## src/inc/timer_ctl_regs.svh

```systemverilog
// register offsets, field positions, reset values for the timer control block
// assumes an 8-bit register port with a 4-bit word address
`ifndef TIMER_CTL_REGS_SVH
`define TIMER_CTL_REGS_SVH

// ****************************************
// register offsets
// ****************************************
`define OFS_CONTROL    4'h0
`define OFS_TIMER_CTL  4'h1
`define OFS_PORT_DIR   4'h2
`define OFS_SHARED_LO  4'h3
`define OFS_SHARED_HI  4'h4
`define OFS_CAP2_LO    4'h5
`define OFS_CAP2_HI    4'h6
`define OFS_T1         4'h7
`define OFS_T2         4'h8
`define OFS_T3_LO      4'h9
`define OFS_T3_HI      4'ha
`define OFS_IRQ_STATUS 4'hb
`define OFS_IRQ_CLEAR  4'hc
`define OFS_IRQ_ENABLE 4'hd

// ****************************************
// field positions
// ****************************************
`define BIT_CAP2_OVF   7
`define BIT_CAP1_OVF   6
`define BIT_PULSE2_EN  5
`define BIT_PULSE1_EN  4
`define BIT_CAP_SEL    3
`define BIT_T3_RUN     2
`define BIT_T2_RUN     1
`define BIT_T1_RUN     0
`define BIT_WIDE       3
`define BIT_DIR_PULSE2 3
`define BIT_DIR_PULSE1 2
`define IRQ_CAP1       0
`define IRQ_CAP2       1
`define IRQ_OVF1       2
`define IRQ_OVF2       3

// ****************************************
// reset values and masks
// ****************************************
`define CONTROL_RST    8'h00
`define CONTROL_WMASK  8'h3f
`define TIMER_CTL_RST  8'h00
`define TIMER_CTL_MASK 8'h08
`define PORT_DIR_RST   8'hff
`define IRQ_RST        4'h0

`endif

```

## src/inc/timer_ctl_pkg.sv

```systemverilog
// types shared by the timer control block and its capture slots
// assumes the offsets and fields of timer_ctl_regs.svh
package timer_ctl_pkg;

  typedef struct packed {
    logic [3:0] addr;
    logic [7:0] wdata;
    logic       wr;
    logic       rd;
  } reg_req_t;

  typedef struct packed {
    logic out;
    logic oe;
  } pin_drive_t;

  typedef struct packed {
    logic [15:0] value;
    logic        full;
    logic        ovf;
    logic        lo_read;
    logic        hi_read;
    logic        loaded;
    logic        overran;
  } capture_state_t;

  typedef struct packed {
    logic [7:0]  control;
    logic [7:0]  timer_ctl;
    logic [7:0]  port_dir;
    logic [7:0]  period_lo;
    logic [7:0]  period_hi;
    logic [7:0]  t1;
    logic [7:0]  t2;
    logic [15:0] t3;
    logic [3:0]  irq_status;
    logic [3:0]  irq_enable;
    logic [7:0]  rdata;
    pin_drive_t  pin1;
    pin_drive_t  pin2;
  } block_state_t;

endpackage : timer_ctl_pkg

```

## src/rtl/capture_slot.sv

```systemverilog
// one capture register with unread tracking and overflow freeze
// assumes a one-cycle capture strobe and one-cycle byte read strobes
`timescale 1ns/1ns
`default_nettype none
module capture_slot
  import timer_ctl_pkg::*;
(
  input  wire logic        clk_sys,
  input  wire logic        arst_n,
  input  wire logic        active,
  input  wire logic        event_in,
  input  wire logic [15:0] count,
  input  wire logic        read_lo,
  input  wire logic        read_hi,
  output logic      [15:0] value,
  output logic             overflow,
  output logic             loaded,
  output logic             overran
);

  capture_state_t s;
  capture_state_t next_s;

  always_comb
  begin
    next_s         = s;
    next_s.loaded  = 1'b0;
    next_s.overran = 1'b0;
    if (read_lo)
    begin
      next_s.lo_read = 1'b1;
    end
    if (read_hi)
    begin
      next_s.hi_read = 1'b1;
    end
    if (s.full && next_s.lo_read && next_s.hi_read)
    begin
      next_s.full = 1'b0;
      next_s.ovf  = 1'b0;
    end
    // event after a completing read still loads: set beats clear
    if (active && event_in)
    begin
      if (next_s.full)
      begin
        next_s.ovf     = 1'b1;
        next_s.overran = 1'b1;
      end
      else
      begin
        next_s.value   = count;
        next_s.full    = 1'b1;
        next_s.lo_read = 1'b0;
        next_s.hi_read = 1'b0;
        next_s.loaded  = 1'b1;
      end
    end
  end

  always_ff @(posedge clk_sys or negedge arst_n)
  begin
    if (!arst_n)
    begin
      s <= '0;
    end
    else
    begin
      s <= next_s;
    end
  end

  assign value    = s.value;
  assign overflow = s.ovf;
  assign loaded   = s.loaded;
  assign overran  = s.overran;

endmodule : capture_slot
`default_nettype wire

```

## src/rtl/timer_capture_pwm_control.sv

```systemverilog
// control and status of three timers, two captures and two pulse outputs
// assumes one clock, capture strobes and pulse levels from outside logic
`timescale 1ns/1ns
`default_nettype none
`include "timer_ctl_regs.svh"
module timer_capture_pwm_control
(
  input  wire logic                    clk_sys,
  input  wire logic                    arst_n,
  input  wire timer_ctl_pkg::reg_req_t reg_req,
  output logic                   [7:0] reg_rdata,
  input  wire logic                    capture_strobe_first,
  input  wire logic                    capture_strobe_second,
  input  wire logic                    pulse_level_first,
  input  wire logic                    pulse_level_second,
  input  wire logic                    port_latch_first,
  input  wire logic                    port_latch_second,
  output timer_ctl_pkg::pin_drive_t    first_pulse_pin,
  output timer_ctl_pkg::pin_drive_t    second_pulse_pin,
  output logic                   [7:0] first_timer_count,
  output logic                   [7:0] second_timer_count,
  output logic                  [15:0] third_timer_count,
  output logic                         irq
);
  import timer_ctl_pkg::*;

  // ****************************************
  // helpers
  // ****************************************
  function automatic logic is_write(input reg_req_t r, input logic [3:0] ofs);
    is_write = r.wr && (r.addr == ofs);
  endfunction : is_write

  function automatic logic is_read(input reg_req_t r, input logic [3:0] ofs);
    is_read = r.rd && (r.addr == ofs);
  endfunction : is_read

  // one step of an 8-bit count, wrapping at the top
  function automatic logic [7:0] bump8(input logic [7:0] v);
    bump8 = v + 8'h01;
  endfunction : bump8

  // pulse enable owns the pin, otherwise the direction bit decides
  function automatic pin_drive_t pin_drive(input logic pulse_en, input logic dir_bit,
                                           input logic level, input logic latch);
    pin_drive_t d;
    d.oe      = pulse_en | ~dir_bit;
    d.out     = pulse_en ? level : latch;
    pin_drive = d;
  endfunction : pin_drive

  // ****************************************
  // state
  // ****************************************
  block_state_t s;
  block_state_t next_s;

  logic        capture_sel;
  logic        second_capture_overrun_flag;
  logic        first_capture_overrun_flag;
  logic [15:0] cap1_value;
  logic [15:0] cap2_value;
  logic        cap1_loaded;
  logic        cap2_loaded;
  logic        cap1_overran;
  logic        cap2_overran;
  logic        cap1_read_lo;
  logic        cap1_read_hi;
  logic        cap2_read_lo;
  logic        cap2_read_hi;

  assign capture_sel = s.control[`BIT_CAP_SEL];

  // shared pair reads count as capture reads only in capture mode
  assign cap1_read_lo = is_read(reg_req, `OFS_SHARED_LO) && capture_sel;
  assign cap1_read_hi = is_read(reg_req, `OFS_SHARED_HI) && capture_sel;
  assign cap2_read_lo = is_read(reg_req, `OFS_CAP2_LO);
  assign cap2_read_hi = is_read(reg_req, `OFS_CAP2_HI);

  // ****************************************
  // capture channels
  // ****************************************
  capture_slot u_capture_first
  (
    .clk_sys  (clk_sys),
    .arst_n   (arst_n),
    .active   (capture_sel),
    .event_in (capture_strobe_first),
    .count    (s.t3),
    .read_lo  (cap1_read_lo),
    .read_hi  (cap1_read_hi),
    .value    (cap1_value),
    .overflow (first_capture_overrun_flag),
    .loaded   (cap1_loaded),
    .overran  (cap1_overran)
  );

  capture_slot u_capture_second
  (
    .clk_sys  (clk_sys),
    .arst_n   (arst_n),
    .active   (1'b1),
    .event_in (capture_strobe_second),
    .count    (s.t3),
    .read_lo  (cap2_read_lo),
    .read_hi  (cap2_read_hi),
    .value    (cap2_value),
    .overflow (second_capture_overrun_flag),
    .loaded   (cap2_loaded),
    .overran  (cap2_overran)
  );

  // ****************************************
  // next state
  // ****************************************
  always_comb
  begin
    logic       first_timer_run;
    logic       second_timer_run;
    logic       third_timer_run;
    logic       wide_counter_mode;
    logic       first_pulse_out_enable;
    logic       second_pulse_out_enable;
    logic [3:0] irq_events;
    logic [3:0] irq_clear;
    logic [7:0] rd_value;
    first_timer_run         = s.control[`BIT_T1_RUN];
    second_timer_run        = s.control[`BIT_T2_RUN];
    third_timer_run         = s.control[`BIT_T3_RUN];
    wide_counter_mode       = s.timer_ctl[`BIT_WIDE];
    first_pulse_out_enable  = s.control[`BIT_PULSE1_EN];
    second_pulse_out_enable = s.control[`BIT_PULSE2_EN];
    irq_events              = 4'h0;
    irq_clear               = 4'h0;
    rd_value                = 8'h00;
    next_s                  = s;

    // ****************************************
    // timers
    // ****************************************
    // first timer alone, or low byte of wide counter
    if (first_timer_run)
    begin
      next_s.t1 = bump8(s.t1);
    end

    // wide mode chains the second timer to the first
    if (wide_counter_mode)
    begin
      // high byte needs both run bits
      if (first_timer_run && second_timer_run && (s.t1 == 8'hff))
      begin
        next_s.t2 = bump8(s.t2);
      end
    end
    // second timer gated by its run bit
    else if (second_timer_run)
    begin
      next_s.t2 = bump8(s.t2);
    end

    if (third_timer_run)
    begin
      // period wrap only in period mode
      if (!capture_sel && (s.t3 == {s.period_hi, s.period_lo}))
      begin
        next_s.t3 = 16'h0000;
      end
      else
      begin
        next_s.t3 = s.t3 + 16'h0001;
      end
    end

    // ****************************************
    // software writes
    // ****************************************
    if (is_write(reg_req, `OFS_CONTROL))
    begin
      next_s.control = reg_req.wdata & `CONTROL_WMASK;
    end
    if (is_write(reg_req, `OFS_TIMER_CTL))
    begin
      next_s.timer_ctl = reg_req.wdata & `TIMER_CTL_MASK;
    end
    if (is_write(reg_req, `OFS_PORT_DIR))
    begin
      next_s.port_dir = reg_req.wdata;
    end
    // period writable only in period mode
    if (is_write(reg_req, `OFS_SHARED_LO) && !capture_sel)
    begin
      next_s.period_lo = reg_req.wdata;
    end
    if (is_write(reg_req, `OFS_SHARED_HI) && !capture_sel)
    begin
      next_s.period_hi = reg_req.wdata;
    end
    if (is_write(reg_req, `OFS_T1))
    begin
      next_s.t1 = reg_req.wdata;
    end
    if (is_write(reg_req, `OFS_T2))
    begin
      next_s.t2 = reg_req.wdata;
    end
    if (is_write(reg_req, `OFS_T3_LO))
    begin
      next_s.t3[7:0] = reg_req.wdata;
    end
    if (is_write(reg_req, `OFS_T3_HI))
    begin
      next_s.t3[15:8] = reg_req.wdata;
    end
    if (is_write(reg_req, `OFS_IRQ_ENABLE))
    begin
      next_s.irq_enable = reg_req.wdata[3:0];
    end
    if (is_write(reg_req, `OFS_IRQ_CLEAR))
    begin
      irq_clear = reg_req.wdata[3:0];
    end

    // ****************************************
    // sticky status, a new event beats a clear
    // ****************************************
    irq_events[`IRQ_CAP1] = cap1_loaded;
    irq_events[`IRQ_CAP2] = cap2_loaded;
    irq_events[`IRQ_OVF1] = cap1_overran;
    irq_events[`IRQ_OVF2] = cap2_overran;
    next_s.irq_status     = (s.irq_status & ~irq_clear) | irq_events;

    // ****************************************
    // read mux, answer in the next cycle only
    // ****************************************
    unique case (reg_req.addr)
      `OFS_CONTROL:
      begin
        // flags shown at bits 7 and 6
        rd_value                = s.control & `CONTROL_WMASK;
        rd_value[`BIT_CAP2_OVF] = second_capture_overrun_flag;
        rd_value[`BIT_CAP1_OVF] = first_capture_overrun_flag;
      end
      `OFS_TIMER_CTL:  rd_value = s.timer_ctl;
      `OFS_PORT_DIR:   rd_value = s.port_dir;
      `OFS_SHARED_LO:  rd_value = capture_sel ? cap1_value[7:0] : s.period_lo;
      `OFS_SHARED_HI:  rd_value = capture_sel ? cap1_value[15:8] : s.period_hi;
      `OFS_CAP2_LO:    rd_value = cap2_value[7:0];
      `OFS_CAP2_HI:    rd_value = cap2_value[15:8];
      `OFS_T1:         rd_value = s.t1;
      `OFS_T2:         rd_value = s.t2;
      `OFS_T3_LO:      rd_value = s.t3[7:0];
      `OFS_T3_HI:      rd_value = s.t3[15:8];
      `OFS_IRQ_STATUS: rd_value = {4'h0, s.irq_status};
      `OFS_IRQ_ENABLE: rd_value = {4'h0, s.irq_enable};
      default:         rd_value = 8'h00;
    endcase
    next_s.rdata = reg_req.rd ? rd_value : 8'h00;

    // ****************************************
    // pin drive
    // ****************************************
    // pulse enable overrides port direction
    next_s.pin1 = pin_drive(first_pulse_out_enable, s.port_dir[`BIT_DIR_PULSE1],
                            pulse_level_first, port_latch_first);
    next_s.pin2 = pin_drive(second_pulse_out_enable, s.port_dir[`BIT_DIR_PULSE2],
                            pulse_level_second, port_latch_second);
  end

  // ****************************************
  // registers
  // ****************************************
  always_ff @(posedge clk_sys or negedge arst_n)
  begin
    if (!arst_n)
    begin
      s            <= '0;
      s.control    <= `CONTROL_RST;
      s.timer_ctl  <= `TIMER_CTL_RST;
      s.port_dir   <= `PORT_DIR_RST;
      s.irq_status <= `IRQ_RST;
      s.irq_enable <= `IRQ_RST;
    end
    else
    begin
      s <= next_s;
    end
  end

  // ****************************************
  // outputs
  // ****************************************
  assign reg_rdata          = s.rdata;
  assign first_pulse_pin    = s.pin1;
  assign second_pulse_pin   = s.pin2;
  assign first_timer_count  = s.t1;
  assign second_timer_count = s.t2;
  assign third_timer_count  = s.t3;
  assign irq                = |(s.irq_status & s.irq_enable);

endmodule : timer_capture_pwm_control
`default_nettype wire

```

## config.mk

```make
export PLATFORM = sky130hd
export DESIGN_NAME = timer_capture_pwm_control
export DESIGN_NICKNAME = d
export VERILOG_FILES = /design/src/inc/timer_ctl_pkg.sv /design/src/rtl/capture_slot.sv /design/src/rtl/timer_capture_pwm_control.sv
export VERILOG_INCLUDE_DIRS = /design/src /design/src/inc
export SDC_FILE = /design/constraint.sdc
export NUM_CORES = 1
export LEC_CHECK = 0
export BUFFER_PORTS_ARGS = -buffer_cell sky130_fd_sc_hd__buf_2
export CORE_ASPECT_RATIO = 1.5
export CORE_MARGIN = 4
export CORE_UTILIZATION = 40
export DETAILED_ROUTE_END_ITERATION = 6
export GPL_TIMING_DRIVEN = 0
export PLACE_DENSITY = 0.57
export SYNTH_ARGS = -nofsm -noshare
export SYNTH_HDL_FRONTEND = slang
export SYNTH_SLANG_ARGS = --single-unit
```

## constraint.sdc

```tcl
create_clock -name clk_sys -period 2.8 [get_ports clk_sys]
set_clock_uncertainty 0.15 [all_clocks]
set_input_delay 0.28 -clock clk_sys [delete_from_list [all_inputs] [get_ports clk_sys]]
set_output_delay 0.28 -clock clk_sys [all_outputs]
set_load 0.01 [all_outputs]
```

==> results.ini <==
[clock_tree]
clk_latency_ps = 430
cts-root-buf = clkbuf_16
path_clk_slew_ps = 60
cts_tree = done
clkSinkCount = 127
cts_setup_buffers = 0
cts_max_path_buffers = 2
htree_levels = 4
cts-buffers-inserted = 17

[placement]
portBuffers = 62
dp.cells = 957
place_hpwl_mm = 16.5
dp_slack_ps = -142
place.gp.congestion = 0.974
dpl-instance-area_mm2 = 0.00760

[synth]
synth_edf_count = 0
synth_area_leader_cell = dfrtp_1
synthTopCellsByArea = dfrtp_1, mux2_2, buf_4
avgSynthCellArea_um2 = 10.2
synth_top_area_frac = 0.426
yosys.cell_types.count = 63
netlist_area_mm2 = 0.00699
synthArstFlopShare = 1.00
yosysWarnings = 0
synthFlopType = dfrtp_1
ys_ff_latch = 127
syn_inst = 684
synth_fp_nets = 709
synth-seq-area-share = 0.456

[critical_path]
cp-end-kind = flip-flop
crit_chain = buf_2, xor2_1, nor4_1, nand4_1, or2_1, clkbuf_1, buf_6, a32oi_1, o21ai_0
start_kind = flip-flop
cp_slowest_cell = nor4_1
cp.required_ps = 2950
critPathArrivalTime_ps = 2880
cp_max_fo = 10
crit_path_max_incr_delay_ps = 470
critical_path.top_delay_family = simple AND/OR/NAND/NOR gates
worstSetupPathType = flip-flop to flip-flop
regToRegSetupSlack_ps = 70
crit_buf_inv = 3

[final_layout]
instances_no_fill = 995
nets = 797
drive_gt1_frac = 0.307
area_delta_synth_final_pct = 19.1
final_common_cell = dfrtp_1
final_cell_area_mm2 = 0.00833
num_antenna_cells = 0
layout_common_cells = dfrtp_1, buf_2, mux2_2, nor2_1, nand2_1

[route]
routedWlPerCell_um = 22.7
routed_wl_mm = 22.6
drtPass1Iterations = 5
vias = 5711
drtAntennaViolNets = 0
drt-initial-drc-count = 363
via_per_inst = 5.74
post-route-drc-count = 0

[die]
initial_core_util = 0.412
num_rows = 58
ios = 67
dieArea_mm2 = 0.0197
core_area_mm2 = 0.0170
die_x_um = 116
die_h_um = 170

[global_route]
grt_max_degree = 86
grt_antenna_before_repair = 0
grt_usage = 0.240
grt_pass1_wl_mm = 34.7
grt_pass1_vias = 5941
overflow = 0

[pwr]
clkPwrFrac = 0.301
p_switching_mw = 2.75
internal_power_mw = 5.40
combPwrFrac = 0.315
seq_power_share = 0.383
p_leak_nw = 3.55
p_sw_frac = 0.337
power.density_mw_per_mm2 = 979
ir_worst_vdd_mv = 0.445

[timing]
fmax_ghz = 0.367
finalSetupTns_ps = 0
slew_viol_final = 0
tightest_slew_ps = 949
finalHoldViolations = 0
setup_slack_ps = 73.4
fin_crit_ps = 2730
min_period_over_period = 0.974
setup_viol = 0
relSlewSlack = 0.368
rsz0062_at_grt = no

[status]
status = complete, no violations

[worst_hold_path]
hp-class = primary input to flip-flop

[job]
cap_viol_max_count = 0

power by group through the flow:
stage	logic, mW	clock network (mW)	registers [mW]
floorplan	1.89	0	2.85
global placement	2.56	0	3.07
detailed placement	2.61	0	3.09
CTS	2.64	2.49	3.06
global route	2.82	2.57	3.19
finish	2.57	2.46	3.13
through the flow:
step	hold slack, ps	utilization	power [mW]
finish	47.8	0.490	8.15
global route	72.1	0.490	8.58
CTS	43.3	0.490	8.19
floorplan	-166	-	4.74
detailed placement	81.0	0.447	5.70
global placement	259	0.445	5.63
synth_stat cells, types with 4 or more instances:
library cell,count
a21o_1,6
a21oi_1,47
a221oi_1,4
a22oi_1,16
a31oi_1,12
a32oi_1,4
and2_1,7
and3_1,6
buf_2,12
buf_4,45
clkbuf_1,26
dfrtp_1,119
dfstp_2,8
inv_1,5
mux2_1,7
mux2_2,59
mux2_4,9
mux2i_1,18
nand2_1,50
nand2b_1,8
nand3_1,21
nand4_1,10
nor2_1,56
nor2b_1,7
nor3_1,12
nor4_1,6
o21ai_0,19
o22ai_1,5
xnor2_1,7
xor2_1,24
per-layer routing:
metal,GRT usage,up-vias,part of all wire
met5,0,-,0
met4,0.123,0,0.049
met3,0.0470,57,0.043
met2,0.410,180,0.51
met1,0.283,2884,0.40
li1,-,2590,-
final timing paths:
check                                         from                         to  cells after the start
min in group asynchronous                   arst_n  u_capture_first.value[10]                      2
setup reg to reg              third_timer_count[7]      third_timer_count[10]                      9
hold reg to reg            u_capture_second.loaded                      s[17]                      1
hold / removal                          reg_req[0]      u_capture_second.s[3]                      3
setup / recovery              third_timer_count[7]      third_timer_count[10]                      9
max in group asynchronous                   arst_n                      s[70]                      3
kinds of logic (layout without fill, tap and decap cells):
family / Yosys count / count (layout) / synth area share
and+or+nand+nor: 197 / 197 / 0.139
AOI/OAI and AO/OA: 138 / 138 / 0.128
DFF: 127 / 127 / 0.456
buffers and inverters: 95 / 196 / 0.0807
muxes: 93 / 93 / 0.151
xor gates and xnor gates: 31 / 31 / 0.0388
adders and majority gates: 3 / 3 / 0.00537
sequential cells by signal, indices dropped and copies added (netlist names):
| signal | flops |
|---|---|
| u_capture_second.value | 16 |
| first_pulse_pin | 2 |
| u_capture_second.loaded | 1 |
| u_capture_second.overran | 1 |
| u_capture_first.overran | 1 |
| u_capture_first.value | 16 |
| second_pulse_pin | 2 |
| u_capture_first.s | 3 |
| second_timer_count | 8 |
| u_capture_first.loaded | 1 |
| u_capture_second.overflow | 1 |
| third_timer_count | 16 |
| reg_rdata | 8 |
| first_timer_count | 8 |
| u_capture_first.overflow | 1 |
| s | 38 |
| u_capture_second.s | 3 |
| capture_sel | 1 |
worst min-delay path, cell delays in order:
cell,delay (ps)
buf_2,150
a21oi_1,80
nor2_1,80
final cells by class:
type	instances	area, µm²
inverter	5	18.8
multi-input combinational	462	3240
clock buffer	22	464
tap	210	263
buffer	88	538
fill	1625	8660
timing repair buffer	71	424
clock inverter	10	184
sequential	127	3190
timing repair:
action,in CTS,in global routing
gates resized for setup,0,3
hold buffers,8,0
endpoints found under the setup margin,0,10
endpoints found under the hold margin,50,0
Note: power is estimated with default switching activity, not from simulation.
